--- src/ptpcc_pkg.sv ---
// Constants for the PTP port capture configuration block
package ptpcc_pkg;

  // ****************************************
  // Register map (byte addresses)
  // ****************************************
  localparam int          ADDR_W          = 12;
  localparam logic [11:0] OFF_AUX_UPPER   = 12'h18C;
  localparam logic [11:0] OFF_AUX_LOWER   = 12'h190;
  localparam logic [11:0] OFF_TS_CONFIG   = 12'h194;
  localparam logic [11:0] OFF_CAP_STATUS  = 12'h198;

  // ****************************************
  // Configuration register fields
  // ****************************************
  localparam int          B_P1_MASTER     = 23;
  localparam int          B_P1_PRI_EN     = 22;
  localparam int          B_P1_ALT_A_EN   = 21;
  localparam int          B_P1_ALT_B_EN   = 20;
  localparam int          B_P1_ALT_C_EN   = 19;
  localparam int          B_P1_USER_EN    = 18;
  localparam int          B_P1_LOCK_RX    = 17;
  localparam int          B_P1_LOCK_TX    = 16;
  localparam int          B_P0_MASTER     = 15;
  localparam int          B_P0_PRI_EN     = 14;
  localparam logic [31:0] CFG_RESET       = 32'h0043_4000;
  localparam logic [31:0] CFG_WR_MASK     = 32'h00FF_C000;
  localparam logic [31:0] AUX_LOWER_RESET = 32'h0000_0000;
  localparam logic [15:0] AUX_UPPER_RESET = 16'h0000;

  // ****************************************
  // Status register fields
  // ****************************************
  localparam int          ST_HELD_LSB     = 0;
  localparam int          ST_CAPT_LSB     = 4;

  // ****************************************
  // PTP destination addresses and messages
  // ****************************************
  localparam logic [47:0] ADDR_PRIMARY    = 48'h0100_5E00_0181;
  localparam logic [47:0] ADDR_ALT_A      = 48'h0100_5E00_0182;
  localparam logic [47:0] ADDR_ALT_B      = 48'h0100_5E00_0183;
  localparam logic [47:0] ADDR_ALT_C      = 48'h0100_5E00_0184;
  localparam logic [3:0]  MSG_SYNC        = 4'h0;
  localparam logic [3:0]  MSG_DELAY_REQ   = 4'h1;

  // Channel index: port * 2 + direction (0 transmit, 1 receive)
  localparam int          NCH             = 4;

endpackage : ptpcc_pkg

--- src/ptpcc_top.sv ---
// PTP timestamp capture configuration and frame qualification, ports 1 and 0
//
// Added by the designer: strobed register access and the register offsets.
`timescale 1ns/1ns

module ptpcc_top
  import ptpcc_pkg::*;
(
  // Clock and reset
  input  wire logic              clk,
  input  wire logic              rst,
  // Register port
  input  wire logic [ADDR_W-1:0] reg_addr,
  input  wire logic [31:0]       reg_wdata,
  input  wire logic              reg_wr,
  input  wire logic              reg_rd,
  output logic      [31:0]       reg_rdata,
  // Port 1 transmit frame
  input  wire logic              p1_tx_valid,
  input  wire logic [47:0]       p1_tx_dest,
  input  wire logic [3:0]        p1_tx_msg,
  input  wire logic              p1_tx_pending,
  // Port 1 receive frame
  input  wire logic              p1_rx_valid,
  input  wire logic [47:0]       p1_rx_dest,
  input  wire logic [3:0]        p1_rx_msg,
  input  wire logic              p1_rx_pending,
  // Port 0 traffic entering the switch fabric
  input  wire logic              p0_to_fabric_valid,
  input  wire logic [47:0]       p0_to_fabric_dest,
  input  wire logic [3:0]        p0_to_fabric_msg,
  // Port 0 traffic leaving the switch fabric
  input  wire logic              p0_from_fabric_valid,
  input  wire logic [47:0]       p0_from_fabric_dest,
  input  wire logic [3:0]        p0_from_fabric_msg,
  // Capture strobes, index port*2+dir, dir 0 transmit, 1 receive
  output logic      [NCH-1:0]    cap_store,
  output logic      [NCH-1:0]    cap_held
);

  // ****************************************
  // State
  // ****************************************
  typedef struct packed {
    logic [31:0]     cfg;
    logic [15:0]     aux_upper;
    logic [31:0]     aux_lower;
    logic [31:0]     rdata;
    logic [NCH-1:0]  store;
    logic [NCH-1:0]  held;
    logic [NCH-1:0]  held_sticky;
    logic [NCH-1:0]  capt_sticky;
  } ptpcc_state_s;

  ptpcc_state_s st;
  ptpcc_state_s next_st;

  // ****************************************
  // Channel gathering
  // ****************************************
  logic [NCH-1:0]       ch_valid;
  logic [NCH-1:0][47:0] ch_dest;
  logic [NCH-1:0][3:0]  ch_msg;
  logic [NCH-1:0]       ch_pending;
  logic [NCH-1:0]       ch_master;
  logic [NCH-1:0]       ch_lock;
  logic [NCH-1:0][4:0]  ch_addr_en;
  logic [NCH-1:0]       ch_addr_hit;
  logic [NCH-1:0]       ch_msg_hit;
  logic [NCH-1:0]       ch_qualify;
  logic [47:0]          aux_addr;

  assign aux_addr = {st.aux_upper, st.aux_lower};

  // Port 0 directions are seen from the port side
  assign ch_valid[0] = p0_to_fabric_valid;
  assign ch_dest[0]  = p0_to_fabric_dest;
  assign ch_msg[0]   = p0_to_fabric_msg;
  assign ch_valid[1] = p0_from_fabric_valid;
  assign ch_dest[1]  = p0_from_fabric_dest;
  assign ch_msg[1]   = p0_from_fabric_msg;
  assign ch_valid[2] = p1_tx_valid;
  assign ch_dest[2]  = p1_tx_dest;
  assign ch_msg[2]   = p1_tx_msg;
  assign ch_valid[3] = p1_rx_valid;
  assign ch_dest[3]  = p1_rx_dest;
  assign ch_msg[3]   = p1_rx_msg;

  // Port 0 locks are not held here; its captures always overwrite
  assign ch_pending = {p1_rx_pending, p1_tx_pending, 1'b0, 1'b0};
  assign ch_lock    = {st.cfg[B_P1_LOCK_RX], st.cfg[B_P1_LOCK_TX], 1'b0, 1'b0};

  assign ch_master[0] = st.cfg[B_P0_MASTER];
  assign ch_master[1] = st.cfg[B_P0_MASTER];
  assign ch_master[2] = st.cfg[B_P1_MASTER];
  assign ch_master[3] = st.cfg[B_P1_MASTER];

  // Enables ordered {user, alt_c, alt_b, alt_a, primary}
  assign ch_addr_en[0] = {4'h0, st.cfg[B_P0_PRI_EN]};
  assign ch_addr_en[1] = {4'h0, st.cfg[B_P0_PRI_EN]};
  assign ch_addr_en[2] = st.cfg[B_P1_PRI_EN:B_P1_USER_EN] == 5'h00 ? 5'h00 :
                         {st.cfg[B_P1_USER_EN], st.cfg[B_P1_ALT_C_EN],
                          st.cfg[B_P1_ALT_B_EN], st.cfg[B_P1_ALT_A_EN],
                          st.cfg[B_P1_PRI_EN]};
  assign ch_addr_en[3] = ch_addr_en[2];

  // ****************************************
  // Per-channel qualification
  // ****************************************
  genvar g;
  generate
    for (g = 0; g < NCH; g++) begin : g_ch
      logic [4:0] hit;
      assign hit[0] = ch_addr_en[g][0] && (ch_dest[g] == ADDR_PRIMARY);
      assign hit[1] = ch_addr_en[g][1] && (ch_dest[g] == ADDR_ALT_A);
      assign hit[2] = ch_addr_en[g][2] && (ch_dest[g] == ADDR_ALT_B);
      assign hit[3] = ch_addr_en[g][3] && (ch_dest[g] == ADDR_ALT_C);
      assign hit[4] = ch_addr_en[g][4] && (ch_dest[g] == aux_addr);
      assign ch_addr_hit[g] = |hit;
      // Even index transmits, odd index receives
      assign ch_msg_hit[g] = ((g % 2) == 0) ?
        (ch_msg[g] == (ch_master[g] ? MSG_SYNC : MSG_DELAY_REQ)) :
        (ch_msg[g] == (ch_master[g] ? MSG_DELAY_REQ : MSG_SYNC));
      assign ch_qualify[g] = ch_valid[g] && ch_addr_hit[g] && ch_msg_hit[g];
    end
  endgenerate

  // ****************************************
  // Next state
  // ****************************************
  logic [NCH-1:0] lock_block;
  logic [NCH-1:0] store_now;
  logic [NCH-1:0] held_clr;
  logic [NCH-1:0] capt_clr;

  always_comb begin
    next_st    = st;
    lock_block = ch_lock & ch_pending;
    store_now  = ch_qualify & ~lock_block;
    held_clr   = '0;
    capt_clr   = '0;

    // Register writes
    if (reg_wr) begin
      unique case (reg_addr)
        OFF_TS_CONFIG:  next_st.cfg       = reg_wdata & CFG_WR_MASK;
        OFF_AUX_UPPER:  next_st.aux_upper = reg_wdata[15:0];
        OFF_AUX_LOWER:  next_st.aux_lower = reg_wdata;
        OFF_CAP_STATUS: begin
          held_clr = reg_wdata[ST_HELD_LSB +: NCH];
          capt_clr = reg_wdata[ST_CAPT_LSB +: NCH];
        end
        default: ;
      endcase
    end

    // Capture strobes and sticky flags; a new event beats a clear
    next_st.store       = store_now;
    next_st.held        = ch_qualify & lock_block;
    next_st.held_sticky = (st.held_sticky & ~held_clr) | next_st.held;
    next_st.capt_sticky = (st.capt_sticky & ~capt_clr) | store_now;

    // Register reads, data stand one cycle later only
    next_st.rdata = '0;
    if (reg_rd) begin
      unique case (reg_addr)
        OFF_TS_CONFIG:  next_st.rdata = st.cfg;
        OFF_AUX_UPPER:  next_st.rdata = {16'h0000, st.aux_upper};
        OFF_AUX_LOWER:  next_st.rdata = st.aux_lower;
        OFF_CAP_STATUS: begin
          next_st.rdata[ST_HELD_LSB +: NCH] = st.held_sticky;
          next_st.rdata[ST_CAPT_LSB +: NCH] = st.capt_sticky;
        end
        default:        next_st.rdata = '0;
      endcase
    end
  end

  // ****************************************
  // State register
  // ****************************************
  always_ff @(posedge clk) begin
    if (rst) begin
      st             <= '0;
      st.cfg         <= CFG_RESET;
      st.aux_upper   <= AUX_UPPER_RESET;
      st.aux_lower   <= AUX_LOWER_RESET;
    end else begin
      st <= next_st;
    end
  end

  // ****************************************
  // Outputs
  // ****************************************
  assign reg_rdata = st.rdata;
  assign cap_store = st.store;
  assign cap_held  = st.held;

endmodule : ptpcc_top

--- config.mk ---
export PLATFORM = sky130hd
export DESIGN_NAME = ptpcc_top
export DESIGN_NICKNAME = d
export VERILOG_FILES = /design/src/ptpcc_pkg.sv /design/src/ptpcc_top.sv
export SDC_FILE = /design/constraint.sdc
export NUM_CORES = 1
export LEC_CHECK = 0
export ABC_AREA = 1
export BUFFER_PORTS_ARGS = -buffer_cell sky130_fd_sc_hd__buf_2
export CORE_MARGIN = 2
export CORE_UTILIZATION = 40
export DETAILED_ROUTE_END_ITERATION = 16
export GPL_ROUTABILITY_DRIVEN = 0
export MAX_ROUTING_LAYER = met4
export PLACE_DENSITY = 0.82
export SYNTH_ARGS = -nofsm -noshare
export SYNTH_HDL_FRONTEND = slang
export SYNTH_SLANG_ARGS = --single-unit
--- constraint.sdc ---
create_clock -name clk -period 1.78 [get_ports clk]
set_input_delay 0.089 -clock clk [delete_from_list [all_inputs] [get_ports clk]]
set_output_delay 0.089 -clock clk [all_outputs]
set_load 0.01 [all_outputs]
==> summary.txt, run 1 <==
Logic synthesis
  – Post-synthesis sequential area ratio: a little under a third
  – Synthesis warning total: 0
  – Syn Std Cell Area: ~6600 um^2
  – Yosys reg bits: roughly 100
  – Syn avg cell area: around 6.1 um^2
  – Cell count after synthesis: 1073
  – Distinct cells, synth: 38

Worst setup path
  – CP max FO: 5
  – Critical Path RT: roughly 2.1 ns
  – Crit. Startpoint: aux_addr[21]
  – Worst R2R Setup Slack: about 0.12 ns
  – Crit path arrival time: slightly below 2 ns
  – Worst Setup EP: cap_held[3]
  – Worst setup path category: flop to flop
  – CP Capture Type: flop
  – R2R cell count: 12
  – Worst flop-to-flop path endpoint: cap_held[3]
  – Worst flop-to-flop path startpoint: aux_addr[21]
  – Setup crit start kind: flop

Detailed routing
  – Pre-antenna DRT Iters: 5
  – Via density: 5.13
  – WL/cell: about 17 um
  – Iteration-0 DRC Markers: 996
  – Vias: about 8000
  – Residual DRC count: 0
  – Drt total wl: between 20000 and 30000 um
  – Remaining antenna violation count: 0

Clock network
  – Clock tree from TritonCTS: done
  – Clock sinks: approximately 100
  – TritonCTS buffer count: 9
  – # H-tree levels: 3
  – Clock transition at path regs: 0.08 ns
  – PostCTS Resize Cnt: 0
  – Insertion delay to the later sink of the worst-skew pair: 0.37 ns
  – CTS Root Cell: clkbuf_16
  – Bufs on Longest Clock Path: 2

Global route
  – Met3 usage: 5.57%
  – Global routing usage on met1: roughly 38%
  – Global-route wire length before repair: 38900 um
  – Total global-route track usage: 29.8%
  – Gr ovfl total: 0
  – Antenna violations before repair: 3
  – Vias in the first global route: between 7000 and 8000
  – Largest net degree at the start of global routing: 61
  – GR peak layer: met2
  – Grt met2 use: 46.8%

Outcome
  – Status: finished clean

Layout
  – Post-route insts no fill: 1566
  – Fillers: 1636
  – Layout area overhead: 27.6%
  – Layout cell share with drive strength beyond 1: 26.0%
  – Final net count: between 1500 and 2000
  – Finished Cell Area: between 8000 and 9000 um^2

STA
  – Final Max Tran Viols: 0
  – F_max: roughly 600 MHz
  – Setup tns final: 0 ns
  – Final setup viols: 0
  – Tcrit/Tclk final: 93.4%
  – Worst-margin pin slew: about 0.64 ns
  – Clock Skew: between 0.01 and 0.015 ns
  – RSZ-0062 raised after global routing: no
  – Final min period: approximately 1.7 ns
  – Setup ws final: between 0.1 and 0.15 ns
  – Headroom to the max-slew limit: a little under three fifths
  – Final Hold Viols: 0

Floorplan
  – Core Region: 15900 um^2
  – Die X: 132 um
  – Num rows: 46
  – Initial Util: roughly 41%
  – Die area: approximately 17000 um^2
  – Die Y: about 130 um
  – I/O pin count: approximately 300

Power
  – Clock power share: roughly two fifths
  – Sw frac: between 20 and 30%
  – Comb pwr share: between 10% and 20%
  – Sequential Power Share: 45.7%
  – Leak: between 0.004 and 0.005 uW
  – VDD IR max: between 400 and 500 uV
  – NetSw: about 1400 uW
  – Total internal power: ~3700 uW
  – Total power density per cell area: between 600 and 700 nW/um^2

Placement
  – Area after DPL: between 7000 and 8000 um^2
  – Place WS: 0.167 ns
  – Number of port buffers: approximately 300
  – Dpl cells: 1534
  – DPL Wire Length: roughly 21000 um

Run
  – Max-Cap Viols: 0

Worst hold path
  – Hold Crit Class: input pin to flop
## area by class of cell
cell class                 count  area, um^2  area share (%)
sequential                   104        2080            24.8
multi-input combinational    748        3420            40.8
clock buffer                  10         239            2.85
timing repair buffer         324        1730            20.6
inverter                     155         582            6.94
antenna                        3        7.51          0.0896
clock inverter                 6        51.3           0.612
tap                          216         270            3.22
## power groups by stage
stage | clock network, uW | logic, uW | registers [uW]
3_5_place_dp | 0 | 729 | 2380
2_1_floorplan | 0 | 274 | 2380
6_report | 1990 | 775 | 2320
3_3_place_gp | 0 | 720 | 2380
5_1_grt | 2100 | 837 | 2320
4_1_cts | 1980 | 755 | 2320
## metal layers
layer,wire length [um],vias up
met1,10100,3551
met3,3040,75
met2,12000,535
met4,994,0
met5,0,-
li1,-,3877
## worst min-delay path by stage
stage	startpoint	slack, ns	cells past startpoint	end
after floorplan	reg_wdata[0]	0.19	1	st[4]
after global placement	reg_wdata[0]	0.32	2	st[4]
after detailed placement	reg_wdata[0]	0.34	2	st[4]
after CTS	reg_wdata[29]	0.001	3	aux_addr[29]
after global routing	reg_wdata[29]	0.02	3	aux_addr[29]
final	reg_wdata[14]	0.006	3	ch_addr_en[0]
## critical path: stages, from the launching register on
cell and delay (ns):
dfxtp_1 0.45, inv_1 0.08, nand2_1 0.07, nand2_1 0.06
nor2_1 0.20, nand2_1 0.08, nor2_1 0.10, nand2_1 0.06
nor2_1 0.08, nand2_1 0.07, nand2_1 0.14, nand3_1 0.13
inv_1 0.09
## cells by family after synthesis
logic type	Yosys count	synth area share, %
DFF	104	31.7
xor gates and xnor gates	19	2.53
buffers and inverters	222	16.3
other	1	0.0571
AOI/OAI and AO/OA	157	12.9
and+or+nand+nor	570	36.6
## synth_stat cells (all sizes together)
| library cell | count | share of area (%) |
|---|---|---|
| clkbuf | 6 | 0.36 |
| nand2 | 311 | 18 |
| a31oi | 2 | 0.19 |
| nand3 | 49 | 3.7 |
| nor3b | 1 | 0.11 |
| or2 | 5 | 0.51 |
| and3 | 1 | 0.095 |
| inv | 155 | 8.9 |
| conb | 1 | 0.057 |
| nand4 | 14 | 1.3 |
| buf | 61 | 7.1 |
| nor4b | 3 | 0.40 |
| nand3b | 6 | 0.69 |
| xnor2 | 13 | 1.7 |
| nor2 | 144 | 8.7 |
| dfxtp | 104 | 32 |
| xor2 | 6 | 0.80 |
| and2 | 1 | 0.11 |
| nor3 | 23 | 1.9 |
| o211ai | 1 | 0.11 |
| nor4 | 12 | 1.1 |
| a21oi | 68 | 5.2 |
| o21ai | 74 | 5.6 |
| o22ai | 4 | 0.38 |
| a211oi | 8 | 1.4 |
## repair_timing
item | in CTS | in global routing
hold endpoints to repair | 13 | 0
hold buffers | 13 | 0
setup buffers | 0 | 0
## sequential cells by signal, indices dropped and copies added, names as in the netlist
signal      count
cap_store       4
reg_rdata      32
aux_addr       48
ch_master       2
cap_held        2
ch_addr_en      1
st             13
ch_lock         2
## per-stage QoR
stage,power (uW),hold WS (ns),util (%)
2_1_floorplan,2650,0.195,-
3_3_place_gp,3100,0.319,49.9
3_5_place_dp,3110,0.336,49.9
4_1_cts,5060,0.00147,52.5
5_1_grt,5260,0.0151,52.6
6_report,5090,0.00586,52.6
## layout by cell type (no fill, tap or decap), types with 2 or more instances in the layout
master and instances:
inv_1 151, or2_2 4, nand2_2 2, o21ai_0 40, nand3_1 49, nand2_1 309
o21ai_1 34, a31oi_1 2, o22ai_1 4, xor2_1 6, diode_2 3, inv_6 2
nor4b_1 3, nor3_1 22, nor2_2 2, nor4_1 12, dfxtp_1 104, a211oi_1 2
clkinv_4 3, inv_2 4, xnor2_1 13, a21oi_1 68, clkbuf_16 9, a211oi_2 6
buf_2 299, dlygate4sd3_1 13, nand4_1 14, nand3b_1 6, buf_4 11, nor2_1 140
conb_1 2
No activity file was read; power rests on OpenSTA's default activity.
==> run 2: changes to the inputs <==
Settings changed: CELL_PAD_IN_SITES_DETAIL_PLACEMENT from default to 1, CELL_PAD_IN_SITES_GLOBAL_PLACEMENT from default to 2, CORE_UTILIZATION 40 to 23, CTS_CLUSTER_SIZE from default to 16, PLACE_DENSITY 0.82 to 0.92.
==> run 2 against run 1 <==
  * Total power increased by 3.0%
  * Setup slack improved by 0.030 ns
  * Global-route usage decreased by 7.5 points
  * Clock skew decreased by 0.0034 ns
  * Utilization decreased by 22 points
  * Maximum frequency is 1.9% higher
  * Largest power group unchanged
==> summary.txt, run 2 (same netlist as run 1, synthesis figures left out) <==
Worst setup path
  – CP Cell Sequence: inv_1 -> nand2_1 -> nand2_1 -> nor2_1 -> nand2_1 -> nor2_1 -> nand2_1 -> nor2_1 -> nand2_1 -> nand2_1 -> nand3_1 -> nand2_1
  – Levels on crit path: 12 (unchanged)
  – R2R cell count: 12 (unchanged)
  – Worst flop-to-flop path endpoint: st[7]
  – Worst R2R Setup Slack: 0.15 ns (+0.03 ns)
  – CP Capture Type: flop
  – Crit path arrival time: 1.94 ns (-0.03 ns)
  – Critical Path RT: 2.09 ns (about the same)
  – Top Family by Delay on Critical Path: simple AND/OR/NAND/NOR gates
  – Crit. Startpoint: aux_addr[19]
  – Worst setup path category: flop to flop
  – CP dominant cell by count: nand2_1
  – Worst flop-to-flop path startpoint: aux_addr[19]
  – Critical-path top delay cell: dfxtp_2
  – Worst Setup EP: st[7]
  – Buf/Inv on CP: 1 (-1)
  – Setup crit start kind: flop
  – Max incr delay on CP: 0.39 ns (-0.06 ns)
  – CP max FO: 4 (-1)

Global route
  – Global routing usage on met1: 24.4% (-13 points)
  – Vias in the first global route: 8474 (+16%)
  – Gr ovfl total: 0 (unchanged)
  – Grt met2 use: 40.2% (-6.6 points)
  – GR peak layer: met2
  – Global-route wire length before repair: 48800 um (+26%)
  – Total global-route track usage: 22.3% (-7.5 points)
  – Largest net degree at the start of global routing: 60 (-1.6%)
  – Met3 usage: 4.38% (-1.2 points)
  – Antenna violations before repair: 3 (unchanged)

Clock network
  – Bufs on Longest Clock Path: 2 (unchanged)
  – CTS Root Cell: clkbuf_16
  – # H-tree levels: 3 (unchanged)
  – Clock tree from TritonCTS: done
  – Post-CTS Setup Bufs: 0 (unchanged)
  – Clock transition at path regs: 0.08 ns (about the same)
  – TritonCTS buffer count: 9 (unchanged)
  – Clock sinks: 104 (unchanged)
  – Insertion delay to the later sink of the worst-skew pair: 0.37 ns (about the same)

STA
  – Smallest hold slack: 0.00663 ns (+0.000767 ns)
  – Tcrit/Tclk final: 91.7% (-1.7 points)
  – Setup tns final: 0 ns (unchanged)
  – RSZ-0062 raised after global routing: no
  – Clock Skew: 0.00872 ns (-0.00339 ns)
  – Final Hold Viols: 0 (unchanged)
  – F_max: 613 MHz (+1.9%)
  – Headroom to the max-slew limit: 55.3% (-1.8 points)
  – Final min period: 1.63 ns (-0.0304 ns)
  – Final Max Tran Viols: 0 (unchanged)
  – Worst-margin pin slew: 0.670 ns (+0.0265 ns)
  – Final setup viols: 0 (unchanged)

Run
  – Max-Cap Viols: 0 (unchanged)

Layout
  – Max FFs per register: 48 (unchanged)
  – Post-route insts no fill: 1730 (+10%)
  – Layout area overhead: 30.9%
  – Layout cell share with drive strength beyond 1: 26.7% (+0.70 points)
  – Most common cell after layout, fill and taps aside: nand2_1
  – Most frequent cells in the layout: 309 x nand2_1, 299 x buf_2, 151 x inv_1, 140 x nor2_1, 102 x dfxtp_1
  – Finished Cell Area: 8600 um^2 (+2.6%)
  – Final net count: 1607 (+0.19%)

Floorplan
  – Initial Util: 23.5% (-18 points)
  – Num rows: 61 (+33%)
  – Core Region: 27900 um^2 (+75%)
  – Die area: 29900 um^2 (+71%)
  – Die Y: 173 um (+31%)
  – I/O pin count: 302 (unchanged)
  – Die X: 173 um (+31%)

Placement
  – DPL Wire Length: 28200 um (+32%)
  – Dpl cells: 1706 (+11%)
  – Area after DPL: 8230 um^2 (+3.5%)
  – Number of port buffers: 299 (unchanged)

Worst hold path
  – Hold Crit Class: input pin to flop

Power
  – Total power density per cell area: 610 nW/um^2 (+0.41%)
  – VDD IR max: 444 uV (-0.71%)
  – Leak: 0.00430 uW (+0.46%)

Detailed routing
  – Drt total wl: 32800 um (+25%)
  – WL/cell: 18.9 um (+13%)
  – Residual DRC count: 0 (unchanged)
  – Vias: 7959 (-0.98%)
  – Iteration-0 DRC Markers: 464 (-53%)
  – Via density: 4.60 (-10%)
  – Pre-antenna DRT Iters: 5 (unchanged)
  – Remaining antenna violation count: 0 (unchanged)

Outcome
  – Status: finished clean
[run 2: changes by cell type in the layout (fill, tap and decap cells not counted), moves of 2 or more]
cell,before,now
clkinv_4,3,1
dlygate4sd3_1,13,6
dfxtp_2,0,2
buf_4,11,21
dfxtp_1,104,102
[run 2: stage by stage]
step                      power, uW  util, %  worst slack (ns)
final                          5240     30.8             0.148
after global routing           5450     30.8           0.00540
after detailed placement       3180     29.5          -0.00973
after global placement         3170     29.5            0.0268
after CTS                      5280     30.7            0.0982
after floorplan                2650        -             0.492
[run 2: where the power goes]
group | total (uW) | switching, uW | internal [uW]
Combinational | 812 | 468 | 343
Clock | 2110 | 1000 | 1100
Sequential | 2320 | 0.276 | 2320
[run 2: per-layer routing]
metal | wire (um) | part of all wire, %
met2 | 16700 | 51
met4 | 1100 | 3.3
met1 | 12800 | 39
met5 | 0 | 0
met3 | 2150 | 6.6
[run 2: cell type report]
type	instances	area (um^2)
inverters	155	582
flip-flops and latches	104	2080
well taps	378	473
diodes	3	7.51
clock inverters	5	66.3
repair buffers	327	1730
fillers	3756	19300
clock buffers	10	229
multi-input cells	748	3420
[run 2: worst register-to-register path: cells and delay by family (launching register included)]
| family | cells | cell delay (ns) |
|---|---|---|
| simple gates | 11 | 1.09 |
| flops | 1 | 0.39 |
| buf+inv | 1 | 0.10 |
[run 2: worst min path at each step]
stage / cells after the start / endpoint / startpoint / slack (ns)
6_report: 3 / st[114] / reg_wdata[18] / 0.007
5_1_grt: 3 / aux_addr[31] / reg_wdata[31] / 0.004
4_1_cts: 3 / st[114] / reg_wdata[18] / 0.005
3_5_place_dp: 2 / st[5] / reg_wdata[1] / 0.33
3_3_place_gp: 2 / st[5] / reg_wdata[1] / 0.32
2_1_floorplan: 1 / st[4] / reg_wdata[0] / 0.19
[run 2: timing repair]
action,CTS,global route
hold buffers,6,0
gates resized for setup,0,2
setup endpoints to repair,0,4
endpoints found under the hold margin,6,0
==> run 3: changes to the inputs <==
Settings changed: CORE_UTILIZATION 23 to 26, CTS_BUF_LIST from default to sky130_fd_sc_hd__clkbuf_4 sky130_fd_sc_hd__clkbuf_8, MAX_ROUTING_LAYER met4 to default, PLACE_DENSITY 0.92 to 0.95.
Clock period 1.78 ns to 1.9 ns, I/O delays scaled along.
==> run 3 against run 2 <==
  * Cell area shrank 0.47%
  * Combinational power shrank 4.1%
  * Flip-flop and latch count is the same
  * Sequential share of layout area grew 0.084 points
  * Highest routed layer unchanged
  * Critical path type unchanged
  * Maximum frequency shrank 2.7%
  * Clock skew grew 0.0059 ns
==> summary.txt, run 3 (same netlist as run 1, synthesis figures left out) <==
Worst setup path
  – CP max FO: 4 (unchanged)
  – CP dominant cell by count: nand2_1
  – Crit path arrival time: 2.03 ns (+0.09 ns)
  – Worst setup path category: flop to flop
  – Critical-path top delay cell: dfxtp_1
  – Setup crit start kind: flop
  – CP Capture Type: flop
  – Max incr delay on CP: 0.38 ns (about the same)
  – CP Cell Sequence: inv_1 -> nand2_1 -> nand2_1 -> nor2_1 -> nand2_1 -> nor2_1 -> nand2_1 -> nor2_1 -> nand2_1 -> nand2_1 -> nand3_1 -> nand2_1
  – Critical Path RT: 2.25 ns (+0.16 ns)

Placement
  – Area after DPL: 8130 um^2 (-1.3%)
  – DPL Wire Length: 26800 um (-5.2%)
  – Place WS: 0.153 ns (+0.163 ns)
  – Number of port buffers: 299 (unchanged)

Floorplan
  – Die Y: 163 um (-5.8%)
  – Die area: 26600 um^2 (-11%)
  – Num rows: 58 (-4.9%)
  – Core Region: 25000 um^2 (-11%)
  – Initial Util: 26.3% (+2.8 points)
  – I/O pin count: 302 (unchanged)
  – Die X: 163 um (-5.8%)

Clock network
  – Post-CTS Setup Bufs: 0 (unchanged)
  – CTS Root Cell: clkbuf_8
  – Clock transition at path regs: 0.12 ns (+0.04 ns)
  – Insertion delay to the later sink of the worst-skew pair: 0.41 ns (+0.04 ns)
  – TritonCTS buffer count: 9 (unchanged)
  – # H-tree levels: 3 (unchanged)
  – Clock tree from TritonCTS: done
  – Clock sinks: 104 (unchanged)
  – Bufs on Longest Clock Path: 2 (unchanged)

Power
  – Leak: 0.00430 uW (about the same)
  – Total power density per cell area: 511 nW/um^2 (-16%)
  – Power after layout: 4380 uW (-17%)
  – VDD IR max: 268 uV (-40%)

Global route
  – Largest net degree at the start of global routing: 60 (unchanged)
  – Antenna violations before repair: 1 (-2)
  – Vias in the first global route: 8357 (-1.4%)
  – Gr ovfl total: 0 (unchanged)
  – Total global-route track usage: 23.8% (+1.5 points)
  – Global-route wire length before repair: 46800 um (-4.0%)

STA
  – RSZ-0062 raised after global routing: no
  – Worst-margin pin slew: 0.679 ns (+0.00912 ns)
  – Final Max Tran Viols: 0 (unchanged)
  – Tcrit/Tclk final: 88.3% (-3.4 points)
  – Setup tns final: 0 ns (unchanged)
  – Headroom to the max-slew limit: 54.7% (-0.54 points)
  – Final Hold Viols: 0 (unchanged)
  – Final min period: 1.68 ns (+0.0457 ns)
  – Final setup viols: 0 (unchanged)
  – Setup ws final: 0.222 ns (+0.0743 ns)
  – F_max: 596 MHz (-2.7%)
  – Clock Skew: 0.0147 ns (+0.00594 ns)

Detailed routing
  – Residual DRC count: 0 (unchanged)
  – Vias: 7883 (-0.95%)
  – WL/cell: 18.6 um (-1.7%)
  – Via density: 4.66 (+1.2%)
  – Pre-antenna DRT Iters: 5 (unchanged)
  – Iteration-0 DRC Markers: 476 (+2.6%)
  – Drt total wl: 31500 um (-3.8%)
  – Remaining antenna violation count: 0 (unchanged)

Run
  – Max-Cap Viols: 0 (unchanged)

Layout
  – Finished Cell Area: 8560 um^2 (-0.47%)
  – Layout area overhead: 30.3%
  – Max FFs per register: 48 (unchanged)
  – Final net count: 1620 (+0.81%)
  – Fillers: 3392 (-9.7%)
  – Layout cell share with drive strength beyond 1: 25.9% (-0.77 points)
  – Most frequent cells in the layout: 309 x nand2_1, 299 x buf_2, 151 x inv_1, 140 x nor2_1, 104 x dfxtp_1
  – Most common cell after layout, fill and taps aside: nand2_1

Outcome
  – Status: finished clean

Worst hold path
  – Hold Crit Class: input pin to flop
-- run 3: cell types whose count changed in the layout (fill, tap and decap cells not counted), moves of 2 or more --
cell	previous run	this run
dfxtp_1	102	104
clkinv_4	1	3
buf_4	21	15
dfxtp_2	2	0
clkbuf_16	9	0
diode_2	3	1
dlygate4sd3_1	6	25
clkbuf_8	0	9
-- run 3: worst max-delay path: cells and delay by family, from the launching register on --
kind,cells,cell delay [ns]
DFF,1,0.38
buffers and inverters,1,0.11
and+or+nand+nor,11,1.11
-- run 3: cell type report --
class	instances	area (um^2)	share of cell area, %
Timing Repair Buffer	340	1880	22.0
Sequential cell	104	2080	24.3
Inverter	155	582	6.80
Clock buffer	9	124	1.45
Multi-Input combinational cell	748	3420	40.0
Tap cell	330	413	4.82
Antenna cell	1	2.50	0.0292
Clock inverter	6	53.8	0.629
-- run 3: path summary, 6_finish.rpt --
| path | from | to | slack (ns) | cells after the start |
|---|---|---|---|---|
| setup / recovery | aux_addr[46] | st[6] | 0.22 | 12 |
| hold reg to reg | st[4] | st[4] | 0.46 | 2 |
| setup reg to reg | aux_addr[46] | st[6] | 0.22 | 12 |
| hold / removal | reg_wdata[9] | aux_addr[9] | 0.01 | 3 |
-- run 3: power by group --
group          leakage [uW]  total, uW  switching, uW  internal, uW
registers          0.000837       2180          0.256          2180
logic               0.00337        779            434           344
clock network     0.0000878       1420            926           492
total               0.00430       4380           1360          3010
-- run 3: per-stage QoR --
step                      instances  hold WS [ns]  utilization (%)
after global routing           1693        0.0283             34.3
after CTS                      1692      0.000277             34.3
after global placement         1652         0.347             32.6
after detailed placement       1652         0.362             32.6
final                          1693        0.0107             34.3
after floorplan                1074         0.201                -
-- run 3: repair_timing --
action / 4_1_cts / 5_1_grt
resized for setup: 0 / 0
hold buffers: 25 / 0
endpoints found under the hold margin: 32 / 0
-- run 3: per-layer routing --
layer  vias up  part of all wire (%)  global-route usage [%]
li1       3891                     -                       -
met1      3614                    39                    27.0
met2       322                    51                    44.4
met3        56                   6.2                    3.03
met4         0                   3.9                    10.7
met5         -                     0                       0
